### config.mk
export PLATFORM = sky130hd
export DESIGN_NAME = pitc_top
export DESIGN_NICKNAME = d
export VERILOG_FILES = /design/src/rtl/pitc_pkg.sv /design/src/rtl/pitc_cfg_if.sv /design/src/rtl/pitc_classify.sv /design/src/rtl/pitc_top.sv
export VERILOG_INCLUDE_DIRS = /design/src /design/src/rtl
export SDC_FILE = /design/constraint.sdc
export NUM_CORES = 1
export LEC_CHECK = 0
export BUFFER_PORTS_ARGS = -buffer_cell sky130_fd_sc_hd__clkbuf_2
export CAP_MARGIN = 40
export CORE_MARGIN = 2
export CORE_UTILIZATION = 47
export CTS_CLUSTER_SIZE = 25
export DETAILED_ROUTE_END_ITERATION = 10
export PLACE_DENSITY = 0.8
export SYNTH_ARGS = -nofsm -noshare
export SYNTH_HDL_FRONTEND = slang
export SYNTH_SLANG_ARGS = --single-unit
### constraint.sdc
create_clock -name mclk_i -period 1.85 [get_ports mclk_i]
set_input_delay 0.185 -clock mclk_i [delete_from_list [all_inputs] [get_ports mclk_i]]
set_output_delay 0.185 -clock mclk_i [all_outputs]
set_load 0.01 [all_outputs]
### src/rtl/pitc_cfg.svh
`ifndef PITC_CFG_SVH
`define PITC_CFG_SVH

`define PITC_NPORTS      3
`define PITC_P1_OFS      8'h10
`define PITC_P2_OFS      8'h20
`define PITC_P3_OFS      8'h30
`define PITC_STORM_BIT   7
`define PITC_DSCP_BIT    6
`define PITC_DOT1P_BIT   5
`define PITC_PRIO_HI     4
`define PITC_PRIO_LO     3
`define PITC_TAGINS_BIT  2
`define PITC_CTRL_RST    8'h00
`define PITC_RESP_OKAY   2'h0
`define PITC_RESP_SLVERR 2'h2

`endif

### src/rtl/pitc_pkg.sv
package pitc_pkg;
	typedef logic [7:0]  pitc_ctrl_t;
	typedef logic [1:0]  pitc_prio_t;
	typedef logic [11:0] pitc_vid_t;
	typedef logic [1:0]  pitc_port_t;
endpackage : pitc_pkg

### src/rtl/pitc_cfg_if.sv
`timescale 1ns/1ps
interface pitc_cfg_if;
	pitc_pkg::pitc_ctrl_t ctrl [3];
	pitc_pkg::pitc_vid_t  vid  [3];
	modport regs (output ctrl, output vid);
	modport user (input ctrl, input vid);
endinterface : pitc_cfg_if

### src/rtl/pitc_classify.sv
`timescale 1ns/1ps
`include "pitc_cfg.svh"
module pitc_classify (
	input  wire logic                 mclk_i,
	input  wire logic                 resetn_i,
	pitc_cfg_if.user                  cfg,
	input  wire logic                 req_valid_i,
	input  wire pitc_pkg::pitc_port_t req_ingress_i,
	input  wire pitc_pkg::pitc_port_t req_egress_i,
	input  wire logic                 req_rx_tagged_i,
	input  wire logic                 req_dscp_hit_i,
	input  wire pitc_pkg::pitc_prio_t req_dscp_prio_i,
	input  wire logic                 req_dot1p_hit_i,
	input  wire pitc_pkg::pitc_prio_t req_dot1p_prio_i,
	output logic                      dec_valid_o,
	output pitc_pkg::pitc_prio_t      dec_queue_o,
	output logic                      dec_insert_tag_o,
	output pitc_pkg::pitc_vid_t       dec_vid_o
);
	logic                 in_ok;
	logic                 eg_ok;
	pitc_pkg::pitc_ctrl_t in_ctrl;
	pitc_pkg::pitc_ctrl_t eg_ctrl;
	logic                 dscp_ok;
	logic                 dot1p_ok;
	pitc_pkg::pitc_prio_t next_queue;

	// port code 3 names no port; such a request is dropped
	assign in_ok   = (req_ingress_i != 2'h3);
	assign eg_ok   = (req_egress_i != 2'h3);
	assign in_ctrl = in_ok ? cfg.ctrl[req_ingress_i] : `PITC_CTRL_RST;
	assign eg_ctrl = eg_ok ? cfg.ctrl[req_egress_i] : `PITC_CTRL_RST;
	assign dscp_ok  = in_ctrl[`PITC_DSCP_BIT] & req_dscp_hit_i;
	assign dot1p_ok = in_ctrl[`PITC_DOT1P_BIT] & req_dot1p_hit_i;

	always_comb begin
		if (dscp_ok | dot1p_ok) begin
			// any classifier result overrides the port queue
			next_queue = (dscp_ok ? req_dscp_prio_i : 2'h0)
				| (dot1p_ok ? req_dot1p_prio_i : 2'h0);
		end else begin
			next_queue = in_ctrl[`PITC_PRIO_HI:`PITC_PRIO_LO];
		end
	end

	always_ff @(posedge mclk_i) begin
		if (!resetn_i) begin
			dec_valid_o <= 1'b0;
		end else begin
			dec_valid_o <= req_valid_i & in_ok & eg_ok;
		end
	end

	always_ff @(posedge mclk_i) begin
		if (!resetn_i) begin
			dec_queue_o      <= 2'h0;
			dec_insert_tag_o <= 1'b0;
			dec_vid_o        <= 12'h000;
		end else if (req_valid_i & in_ok & eg_ok) begin
			dec_queue_o      <= next_queue;
			// tagged frames never get a second tag
			dec_insert_tag_o <= eg_ctrl[`PITC_TAGINS_BIT] & ~req_rx_tagged_i;
			dec_vid_o        <= cfg.vid[req_ingress_i];
		end
	end
endmodule : pitc_classify

### src/rtl/pitc_top.sv
// Notes on behaviour
// control bit 7 set enables broadcast storm protection on that port's ingress
// bit 6 set enables DiffServ priority classification of received IPv4 frames
// bit 5 set enables 802.1p user priority classification of received frames
// bits 4-3 give the fallback queue 0..3 when no classifier decides
// DiffServ, 802.1p and port priority may all be enabled together
// with both classifiers hitting, their results are ORed and replace port priority
// bit 2 set adds a tag to untagged frames leaving that port
// frames received tagged get no extra tag on egress
// inserted tag carries the ingress port's default VID
// software sets up the VID configuration before relying on tag insertion
// three identical control registers at 0x10, 0x20 and 0x30
// all control fields reset to zero: features off, fallback queue 0
//
// Decided for this implementation: the AXI4-Lite register port.
`timescale 1ns/1ps
`include "pitc_cfg.svh"
module pitc_top #(
	parameter int ADDR_W = 8
) (
	input  wire logic                 mclk_i,
	input  wire logic                 resetn_i,
	input  wire logic [ADDR_W-1:0]    s_axi_awaddr_i,
	input  wire logic                 s_axi_awvalid_i,
	output logic                      s_axi_awready_o,
	input  wire logic [31:0]          s_axi_wdata_i,
	input  wire logic [3:0]           s_axi_wstrb_i,
	input  wire logic                 s_axi_wvalid_i,
	output logic                      s_axi_wready_o,
	output logic [1:0]                s_axi_bresp_o,
	output logic                      s_axi_bvalid_o,
	input  wire logic                 s_axi_bready_i,
	input  wire logic [ADDR_W-1:0]    s_axi_araddr_i,
	input  wire logic                 s_axi_arvalid_i,
	output logic                      s_axi_arready_o,
	output logic [31:0]               s_axi_rdata_o,
	output logic [1:0]                s_axi_rresp_o,
	output logic                      s_axi_rvalid_o,
	input  wire logic                 s_axi_rready_i,
	input  wire pitc_pkg::pitc_vid_t  port_vid_i [3],
	input  wire logic                 req_valid_i,
	input  wire pitc_pkg::pitc_port_t req_ingress_i,
	input  wire pitc_pkg::pitc_port_t req_egress_i,
	input  wire logic                 req_rx_tagged_i,
	input  wire logic                 req_dscp_hit_i,
	input  wire pitc_pkg::pitc_prio_t req_dscp_prio_i,
	input  wire logic                 req_dot1p_hit_i,
	input  wire pitc_pkg::pitc_prio_t req_dot1p_prio_i,
	output logic                      dec_valid_o,
	output pitc_pkg::pitc_prio_t      dec_queue_o,
	output logic                      dec_insert_tag_o,
	output pitc_pkg::pitc_vid_t       dec_vid_o,
	output logic [2:0]                storm_protect_o
);
	localparam int NP = `PITC_NPORTS;

	pitc_pkg::pitc_ctrl_t ctrl [NP];
	logic                 aw_held;
	logic [ADDR_W-1:0]    aw_addr;
	logic                 w_held;
	logic [7:0]           w_data;
	logic                 w_lane0;
	logic                 aw_hs;
	logic                 w_hs;
	logic                 ar_hs;
	logic                 b_hs;
	logic                 r_hs;
	logic                 do_write;
	logic [NP-1:0]        wr_sel;
	logic [NP-1:0]        rd_sel;

	pitc_cfg_if cfg ();

	function automatic logic [NP-1:0] decode(input logic [ADDR_W-1:0] a);
		logic [NP-1:0] s;
		s    = '0;
		s[0] = (a == ADDR_W'(`PITC_P1_OFS));
		s[1] = (a == ADDR_W'(`PITC_P2_OFS));
		s[2] = (a == ADDR_W'(`PITC_P3_OFS));
		return s;
	endfunction : decode

	assign aw_hs    = s_axi_awvalid_i & s_axi_awready_o;
	assign w_hs     = s_axi_wvalid_i & s_axi_wready_o;
	assign ar_hs    = s_axi_arvalid_i & s_axi_arready_o;
	assign b_hs     = s_axi_bvalid_o & s_axi_bready_i;
	assign r_hs     = s_axi_rvalid_o & s_axi_rready_i;
	// commit one edge after both halves are held; simpler than a bypass path
	assign do_write = aw_held & w_held & ~s_axi_bvalid_o;
	assign wr_sel   = decode(aw_addr);
	assign rd_sel   = decode(s_axi_araddr_i);

	// write address channel
	always_ff @(posedge mclk_i) begin
		if (!resetn_i) begin
			aw_held <= 1'b0;
			aw_addr <= '0;
		end else if (aw_hs) begin
			aw_held <= 1'b1;
			aw_addr <= s_axi_awaddr_i;
		end else if (do_write) begin
			aw_held <= 1'b0;
		end
	end

	always_ff @(posedge mclk_i) begin
		if (!resetn_i) begin
			s_axi_awready_o <= 1'b0;
		end else if (aw_hs) begin
			s_axi_awready_o <= 1'b0;
		end else if (!aw_held && !s_axi_bvalid_o) begin
			s_axi_awready_o <= 1'b1;
		end
	end

	// write data channel; only byte lane 0 carries register bits
	always_ff @(posedge mclk_i) begin
		if (!resetn_i) begin
			w_held  <= 1'b0;
			w_data  <= 8'h00;
			w_lane0 <= 1'b0;
		end else if (w_hs) begin
			w_held  <= 1'b1;
			w_data  <= s_axi_wdata_i[7:0];
			w_lane0 <= s_axi_wstrb_i[0];
		end else if (do_write) begin
			w_held <= 1'b0;
		end
	end

	always_ff @(posedge mclk_i) begin
		if (!resetn_i) begin
			s_axi_wready_o <= 1'b0;
		end else if (w_hs) begin
			s_axi_wready_o <= 1'b0;
		end else if (!w_held && !s_axi_bvalid_o) begin
			s_axi_wready_o <= 1'b1;
		end
	end

	// write response; unmapped addresses answer SLVERR and change nothing
	always_ff @(posedge mclk_i) begin
		if (!resetn_i) begin
			s_axi_bvalid_o <= 1'b0;
			s_axi_bresp_o  <= `PITC_RESP_OKAY;
		end else if (do_write) begin
			s_axi_bvalid_o <= 1'b1;
			s_axi_bresp_o  <= (|wr_sel) ? `PITC_RESP_OKAY : `PITC_RESP_SLVERR;
		end else if (b_hs) begin
			s_axi_bvalid_o <= 1'b0;
		end
	end

	// one control register per port, same layout in each
	for (genvar g = 0; g < NP; g++) begin : g_port
		always_ff @(posedge mclk_i) begin
			if (!resetn_i) begin
				ctrl[g] <= `PITC_CTRL_RST;
			end else if (do_write && wr_sel[g] && w_lane0) begin
				ctrl[g] <= w_data;
			end
		end
		assign storm_protect_o[g] = ctrl[g][`PITC_STORM_BIT];
		assign cfg.ctrl[g]        = ctrl[g];
		// vid source must already be programmed for tag insertion to be useful
		assign cfg.vid[g]         = port_vid_i[g];
	end

	// read channel: data is captured at the address handshake
	always_ff @(posedge mclk_i) begin
		if (!resetn_i) begin
			s_axi_arready_o <= 1'b0;
		end else if (ar_hs) begin
			s_axi_arready_o <= 1'b0;
		end else if (!s_axi_rvalid_o) begin
			s_axi_arready_o <= 1'b1;
		end
	end

	always_ff @(posedge mclk_i) begin
		if (!resetn_i) begin
			s_axi_rvalid_o <= 1'b0;
			s_axi_rdata_o  <= 32'h0000_0000;
			s_axi_rresp_o  <= `PITC_RESP_OKAY;
		end else if (ar_hs) begin
			s_axi_rvalid_o <= 1'b1;
			s_axi_rresp_o  <= (|rd_sel) ? `PITC_RESP_OKAY : `PITC_RESP_SLVERR;
			// upper bits read as zero
			if (rd_sel[0]) begin
				s_axi_rdata_o <= {24'h00_0000, ctrl[0]};
			end else if (rd_sel[1]) begin
				s_axi_rdata_o <= {24'h00_0000, ctrl[1]};
			end else if (rd_sel[2]) begin
				s_axi_rdata_o <= {24'h00_0000, ctrl[2]};
			end else begin
				s_axi_rdata_o <= 32'h0000_0000;
			end
		end else if (r_hs) begin
			s_axi_rvalid_o <= 1'b0;
		end
	end

	pitc_classify u_classify (
		.mclk_i           (mclk_i),
		.resetn_i         (resetn_i),
		.cfg              (cfg.user),
		.req_valid_i      (req_valid_i),
		.req_ingress_i    (req_ingress_i),
		.req_egress_i     (req_egress_i),
		.req_rx_tagged_i  (req_rx_tagged_i),
		.req_dscp_hit_i   (req_dscp_hit_i),
		.req_dscp_prio_i  (req_dscp_prio_i),
		.req_dot1p_hit_i  (req_dot1p_hit_i),
		.req_dot1p_prio_i (req_dot1p_prio_i),
		.dec_valid_o      (dec_valid_o),
		.dec_queue_o      (dec_queue_o),
		.dec_insert_tag_o (dec_insert_tag_o),
		.dec_vid_o        (dec_vid_o)
	);

	logic p1_req;
	logic p1_out;
	logic p1_dscp;
	logic p1_dot1p;
	// queue and vid follow ingress only, insertion follows egress only
	assign p1_req   = req_valid_i && req_ingress_i == 2'h0 && req_egress_i != 2'h3;
	assign p1_out   = req_valid_i && req_egress_i == 2'h0 && req_ingress_i != 2'h3;
	assign p1_dscp  = ctrl[0][`PITC_DSCP_BIT] && req_dscp_hit_i;
	assign p1_dot1p = ctrl[0][`PITC_DOT1P_BIT] && req_dot1p_hit_i;
endmodule : pitc_top

==> flow_summary.ini, run 1 <==
[setup_path]
critPathLaunchType = register
critPathTopFamily = simple AND/OR/NAND/NOR gates
path_cells = nor4_4 > nand4_1 > o21ai_1 > buf_4
critical_path_required_ns = 1.90
cp.buffers_inverters = 1
worst_path_max_delay_cell = nor4_4
reg2reg_to = ctrl[2][0]
worstPathMaxFanout = 8
max_stage_delay_ns = 0.41
r2r-start = aw_addr[2]
critPathArrivalTime_ns = 1.69
timing.reg2reg.setup_slack_ns = 0.21
crit_type = reg2reg
worstSetupEndpointType = register
worstRegToRegCells = 4
cp-startpoint = aw_addr[2]

[clocking]
clk_latency_ns = 0.34
clock_sinks = 74
cts_setup_buffers = 0
cts_tree = built
ctsHtreeMaxLevel = 3
cts_repair_resize_count = 0
clk_pin_slew_ns = 0.08
cts_buffer_depth = 2
cts-root-buf = clkbuf_8
hold_buffers = 0
cts_buffers = 9

[global_routing]
grt_overflow = 0
grt_pass1_vias = 2889
antenna_found_initial = 0
grt_pass1_wl_um = 13300
grt_max_degree = 24
grt_use_total_pct = 19.4

[cells_and_area]
mostFrequentLayoutCell = clkbuf_2
nFillCells = 683
final_cell_mix = 113 x clkbuf_2, 53 x nand2_1, 50 x dfxtp_1
diodes = 0
drive_above_1_share_pct = 32.2
syn2layout_area_growth_pct = 19.9
final_cell_count_no_fill = 587
final_nets = 587

[routing]
route.met2.wl_um = 4120
dr.pass1.iters = 4
vias = 2991
wirelength_um = 8080
postRouteAntennaNets = 0
viasPerCell = 5.10
top_layer = met4
dr.first_iter.drc_count = 109
wire_per_inst_um = 13.8
drc_errors = 0
dr_wl_met3_um = 472
m1WireLength_um = 3380

[logic_synthesis]
syn_area_mm2 = 0.00370
synth_flop_cell = dfxtp_1
synth_warnings = 0
yosysSeqAreaShare_pct = 46.5
synth_seq_cells = 74
ys_types = 40
netlist_instances = 371
async_flop_share_pct = 0
synth_edf_count = 24
synth_area_per_cell_um2 = 9.98

[power_and_ir_drop]
ir_worst_vdd_uv = 392
p_per_area_mw_per_mm2 = 792
p_leak_uw = 0.00208

[timing]
skew_ns = 0.00681
fin_crit_ns = 1.64
finalSetupTns_ns = 0
period_share_pct = 88.4
fmax_mhz = 611
rsz0062_at_grt = false
maxSlewViolCount = 0
setup_viol = 0
finalWorstSetupSlack_ns = 0.214
hold_violations = 0

[worst_hold_path]
hold_depth = 3
holdPathEnd = w_data[2]
hp-start = s_axi_wdata_i[2]
hp-class = in2reg

[floorplan]
start_util_pct = 48.2
dieArea_mm2 = 0.00860
die_y_um = 92.8
core_mm2 = 0.00769
row_count = 32
ioPinCount = 167
chipWidth_um = 92.8

[outcome]
status = completed

[placement]
place_congestion = 0.758
pre_cts_slack_ns = 0.231
hpwl_um = 6180
io_buffers = 113
placed_cells = 571

[run]
maxCapViolations = 0
[logic make-up (layout without fill, tap and decap cells)]
| kind of cell | Yosys count | in the layout | share of synthesized area [%] |
|---|---|---|---|
| AOI/OAI and AO/OA | 87 | 87 | 19.5 |
| other | 1 | 26 | 0.101 |
| and+or+nand+nor | 139 | 139 | 19.7 |
| DFF | 74 | 74 | 46.5 |
| buffers and inverters | 53 | 142 | 9.26 |
| muxes | 17 | 17 | 4.87 |
[worst reg2reg max path, delay by kind of cell (launching register included)]
family          cells  cell delay, ns
flops               1            0.34
buf+inv             1            0.19
compound gates      1            0.18
simple gates        2            0.62
[layout make-up]
type	count	area [um^2]	area share [%]
clock buffers	11	174	3.92
clock inverters	5	32.5	0.733
inverters	3	11.3	0.254
repair buffers	123	641	14.4
well taps	102	128	2.87
multi-input cells	269	1730	39.0
flip-flops and latches	74	1720	38.8
[flip-flops by register name, indices dropped and copies added, names as in the netlist]
name                         flops
ctrl                            24
u_classify.dec_vid_o            12
aw_addr                          8
s_axi_rdata_o                    8
w_data                           8
u_classify.dec_queue_o           2
aw_held                          1
s_axi_arready_o                  1
s_axi_awready_o                  1
s_axi_bresp_o                    1
s_axi_bvalid_o                   1
s_axi_rresp_o                    1
s_axi_rvalid_o                   1
s_axi_wready_o                   1
u_classify.dec_insert_tag_o      1
u_classify.dec_valid_o           1
w_held                           1
w_lane0                          1
[worst max path at each step]
stage | endpoint | slack, ns | depth (start not counted)
CTS | ctrl[2][0] | 0.20 | 4
global route | ctrl[1][0] | 0.14 | 4
detailed placement | ctrl[2][7] | 0.23 | 4
floorplan | ctrl[0][0] | 0.17 | 4
global placement | ctrl[2][7] | 0.29 | 4
finish | ctrl[2][0] | 0.21 | 4
[through the flow]
stage / utilization (%) / total power, uW / hold WS, ns / cell area (um^2)
6_report: 57.7 / 3510 / 0.0649 / 4440
5_1_grt: 57.7 / 3680 / 0.0598 / 4440
4_1_cts: 57.7 / 3550 / 0.0575 / 4440
3_5_place_dp: 55.1 / 2300 / 0.427 / 4230
3_3_place_gp: 55.1 / 2280 / 0.423 / 4230
2_1_floorplan: - / 2150 / 0.330 / 3800
[routing by layer]
metal	vias up	GRT usage, %
li1	1473	-
met5	-	0
met2	98	34.1
met4	0	6.25
met1	1409	23.4
met3	11	4.48
[power breakdown]
part | internal (uW) | leakage [uW] | total [uW] | switching, uW
Clock | 648 | 0.000106 | 1260 | 608
Combinational | 201 | 0.00132 | 451 | 250
Sequential | 1750 | 0.000657 | 1810 | 57.0
Total | 2600 | 0.00208 | 3510 | 915
[synth_stat cells, types with 7 or more instances]
library cell  instances  share of area [%]
buf_4                33                6.7
and2_1               29                4.9
nand2_1              53                5.4
o41ai_2               8                3.5
nand3_1              10                1.4
nor2_1               22                2.2
clkbuf_1             10                1.0
dfxtp_1              50                 27
nor2b_1               7                1.2
a21oi_1              10                1.4
o211a_1              13                3.5
a21boi_0             19                3.9
edfxtp_1             24                 19
o211ai_1             12                2.4
mux2i_1              15                4.1
(Power assumes the default switching activity.)
==> run 2, diff against run 1 <==
--- a/config.mk
+++ b/config.mk
@@ -13,6 +13,7 @@
 export CTS_CLUSTER_SIZE = 25
 export DETAILED_ROUTE_END_ITERATION = 10
 export PLACE_DENSITY = 0.8
+export RECOVER_POWER = 100
 export SYNTH_ARGS = -nofsm -noshare
 export SYNTH_HDL_FRONTEND = slang
 export SYNTH_SLANG_ARGS = --single-unit
==> run 2 against run 1 <==
Compared with the run above:
- cell area is 3.3% lower
- highest routed layer unchanged
- total power is 0.61% lower
- flip-flop and latch count stayed put
- routed wire length is 0.80% higher
- critical path depth did not move
- maximum frequency shrank 3.6%
- die area stayed put
- clock-buffer cell count is the same
- setup slack worse by 0.061 ns
==> flow_summary.ini, run 2 (synthesis gave the netlist of run 1 again) <==
[outcome]
status = completed

[setup_path]
max_stage_delay_ns = 0.42
worstSetupEndpointType = register
critical_path_required_ns = 1.89
timing.reg2reg.setup_slack_ns = 0.15
worstRegToRegCells = 4
crit_end = ctrl[0][4]
crit_type = reg2reg
path_cells = nor4_4 > nand4_1 > o21ai_0 > clkbuf_2
critPathArrivalTime_ns = 1.74
worstPathMaxFanout = 8
cp-startpoint = aw_addr[2]
worst_path_max_delay_cell = nor4_4
critPathLaunchType = register
r2r-start = aw_addr[2]
reg2reg_to = ctrl[0][4]

[run]
maxCapViolations = 0

[cells_and_area]
largest_reg_flops = 24
fin_util_pct = 55.9
final_nets = 587
diodes = 0
mostFrequentLayoutCell = clkbuf_2
top_register = ctrl
drive_above_1_share_pct = 22.1
nFillCells = 731
syn2layout_area_growth_pct = 16.0
reg_top3 = ctrl (24), u_classify.dec_vid_o (12)
final_cell_mix = 80 x clkbuf_2, 53 x nand2_1, 50 x dfxtp_1

[timing]
skew_ns = 0.00815
period_share_pct = 91.7
relSlewSlack_pct = 54.6
setup_viol = 0
fmax_mhz = 589
maxSlewViolCount = 0
fin_crit_ns = 1.70
rsz0062_at_grt = false
tightest_slew_ns = 0.681
finalSetupTns_ns = 0
hold_violations = 0

[clocking]
cts_buffer_depth = 2
cts_buffers = 9
cts_repair_resize_count = 0
clock_sinks = 74
ctsHtreeMaxLevel = 3
clk_pin_slew_ns = 0.08
cts_setup_buffers = 0
cts_tree = built
clk_latency_ns = 0.35
hold_buffers = 0
cts-root-buf = clkbuf_8

[worst_hold_path]
hold_depth = 3
hp-class = in2reg

[routing]
viasPerCell = 5.12
wirelength_um = 8140
drc_errors = 0
postRouteAntennaNets = 0
wire_per_inst_um = 13.9
dr.pass1.iters = 4
vias = 3003
dr.first_iter.drc_count = 110

[floorplan]
dieArea_mm2 = 0.00860
start_util_pct = 48.2
ioPinCount = 167
row_count = 32
core_mm2 = 0.00769
chipWidth_um = 92.8
die_y_um = 92.8

[global_routing]
grt_pass1_vias = 2889
grt_use_total_pct = 19.4
grt_max_degree = 24
grt_pass1_wl_um = 13300
antenna_found_initial = 0
grt_overflow = 0

[placement]
hpwl_um = 6180
io_buffers = 113
place_congestion = 0.758

[power_and_ir_drop]
p_per_area_mw_per_mm2 = 813
p_leak_uw = 0.00189
p_comb_share_pct = 12.4
p_clk_share_pct = 36.0
seq_power_share_pct = 51.7
p_sw_share_pct = 26.0
ir_worst_vdd_uv = 386
p_switching_uw = 909
p_int_uw = 2580
## run 2: cell count changes in the layout (fill, tap and decap cells not counted), sizes merged
cell and change:
buf -3, clkbuf +3
## run 2: power by group through the flow
| stage | combinational [uW] | sequential (uW) | clock (uW) |
|---|---|---|---|
| 4_1_cts | 455 | 1810 | 1290 |
| 3_3_place_gp | 439 | 1840 | 0 |
| 2_1_floorplan | 310 | 1840 | 0 |
| 3_5_place_dp | 452 | 1840 | 0 |
| 6_report | 431 | 1810 | 1260 |
| 5_1_grt | 483 | 1820 | 1350 |
## run 2: critical path, delay by kind of cell, from the launching register on
| kind | cells | cell delay, ns |
|---|---|---|
| compound gates | 1 | 0.19 |
| simple gates | 2 | 0.62 |
| flops | 1 | 0.34 |
| buf+inv | 1 | 0.24 |
## run 2: cell type report
cell class	count	area, um^2	area share [%]
clock inverters	5	32.5	0.758
clock buffers	11	174	4.05
flip-flops and latches	74	1720	40.1
well taps	102	128	2.97
inverters	3	11.3	0.262
repair buffers	123	588	13.7
multi-input cells	269	1640	38.2
## run 2: how the worst min path moves through the flow
stage,endpoint,from
after floorplan,w_data[0],s_axi_wdata_i[0]
after global placement,w_data[2],s_axi_wdata_i[2]
after detailed placement,w_lane0,s_axi_wstrb_i[0]
after CTS,w_data[2],s_axi_wdata_i[2]
after global routing,w_data[7],s_axi_wdata_i[7]
final,w_data[2],s_axi_wdata_i[2]
## run 2: metrics by stage
step	setup WS (ns)	hold WS (ns)	total power [uW]	instances	cell area (um^2)
floorplan	0.168	0.330	2150	396	3800
detailed placement	0.231	0.427	2300	571	4230
global route	0.0834	0.0598	3660	587	4290
finish	0.153	0.0635	3490	587	4290
CTS	0.204	0.0575	3550	587	4440
global placement	0.288	0.423	2280	571	4230
## run 2: per-layer routing
| layer | routed length, um | GRT usage [%] | up-vias | part of all wire, % |
|---|---|---|---|---|
| met5 | 0 | 0 | - | 0 |
| met4 | 108 | 6.25 | 0 | 1.3 |
| met3 | 432 | 4.48 | 11 | 5.3 |
| met2 | 4140 | 34.1 | 95 | 51 |
| met1 | 3460 | 23.4 | 1424 | 43 |
| li1 | - | - | 1473 | - |
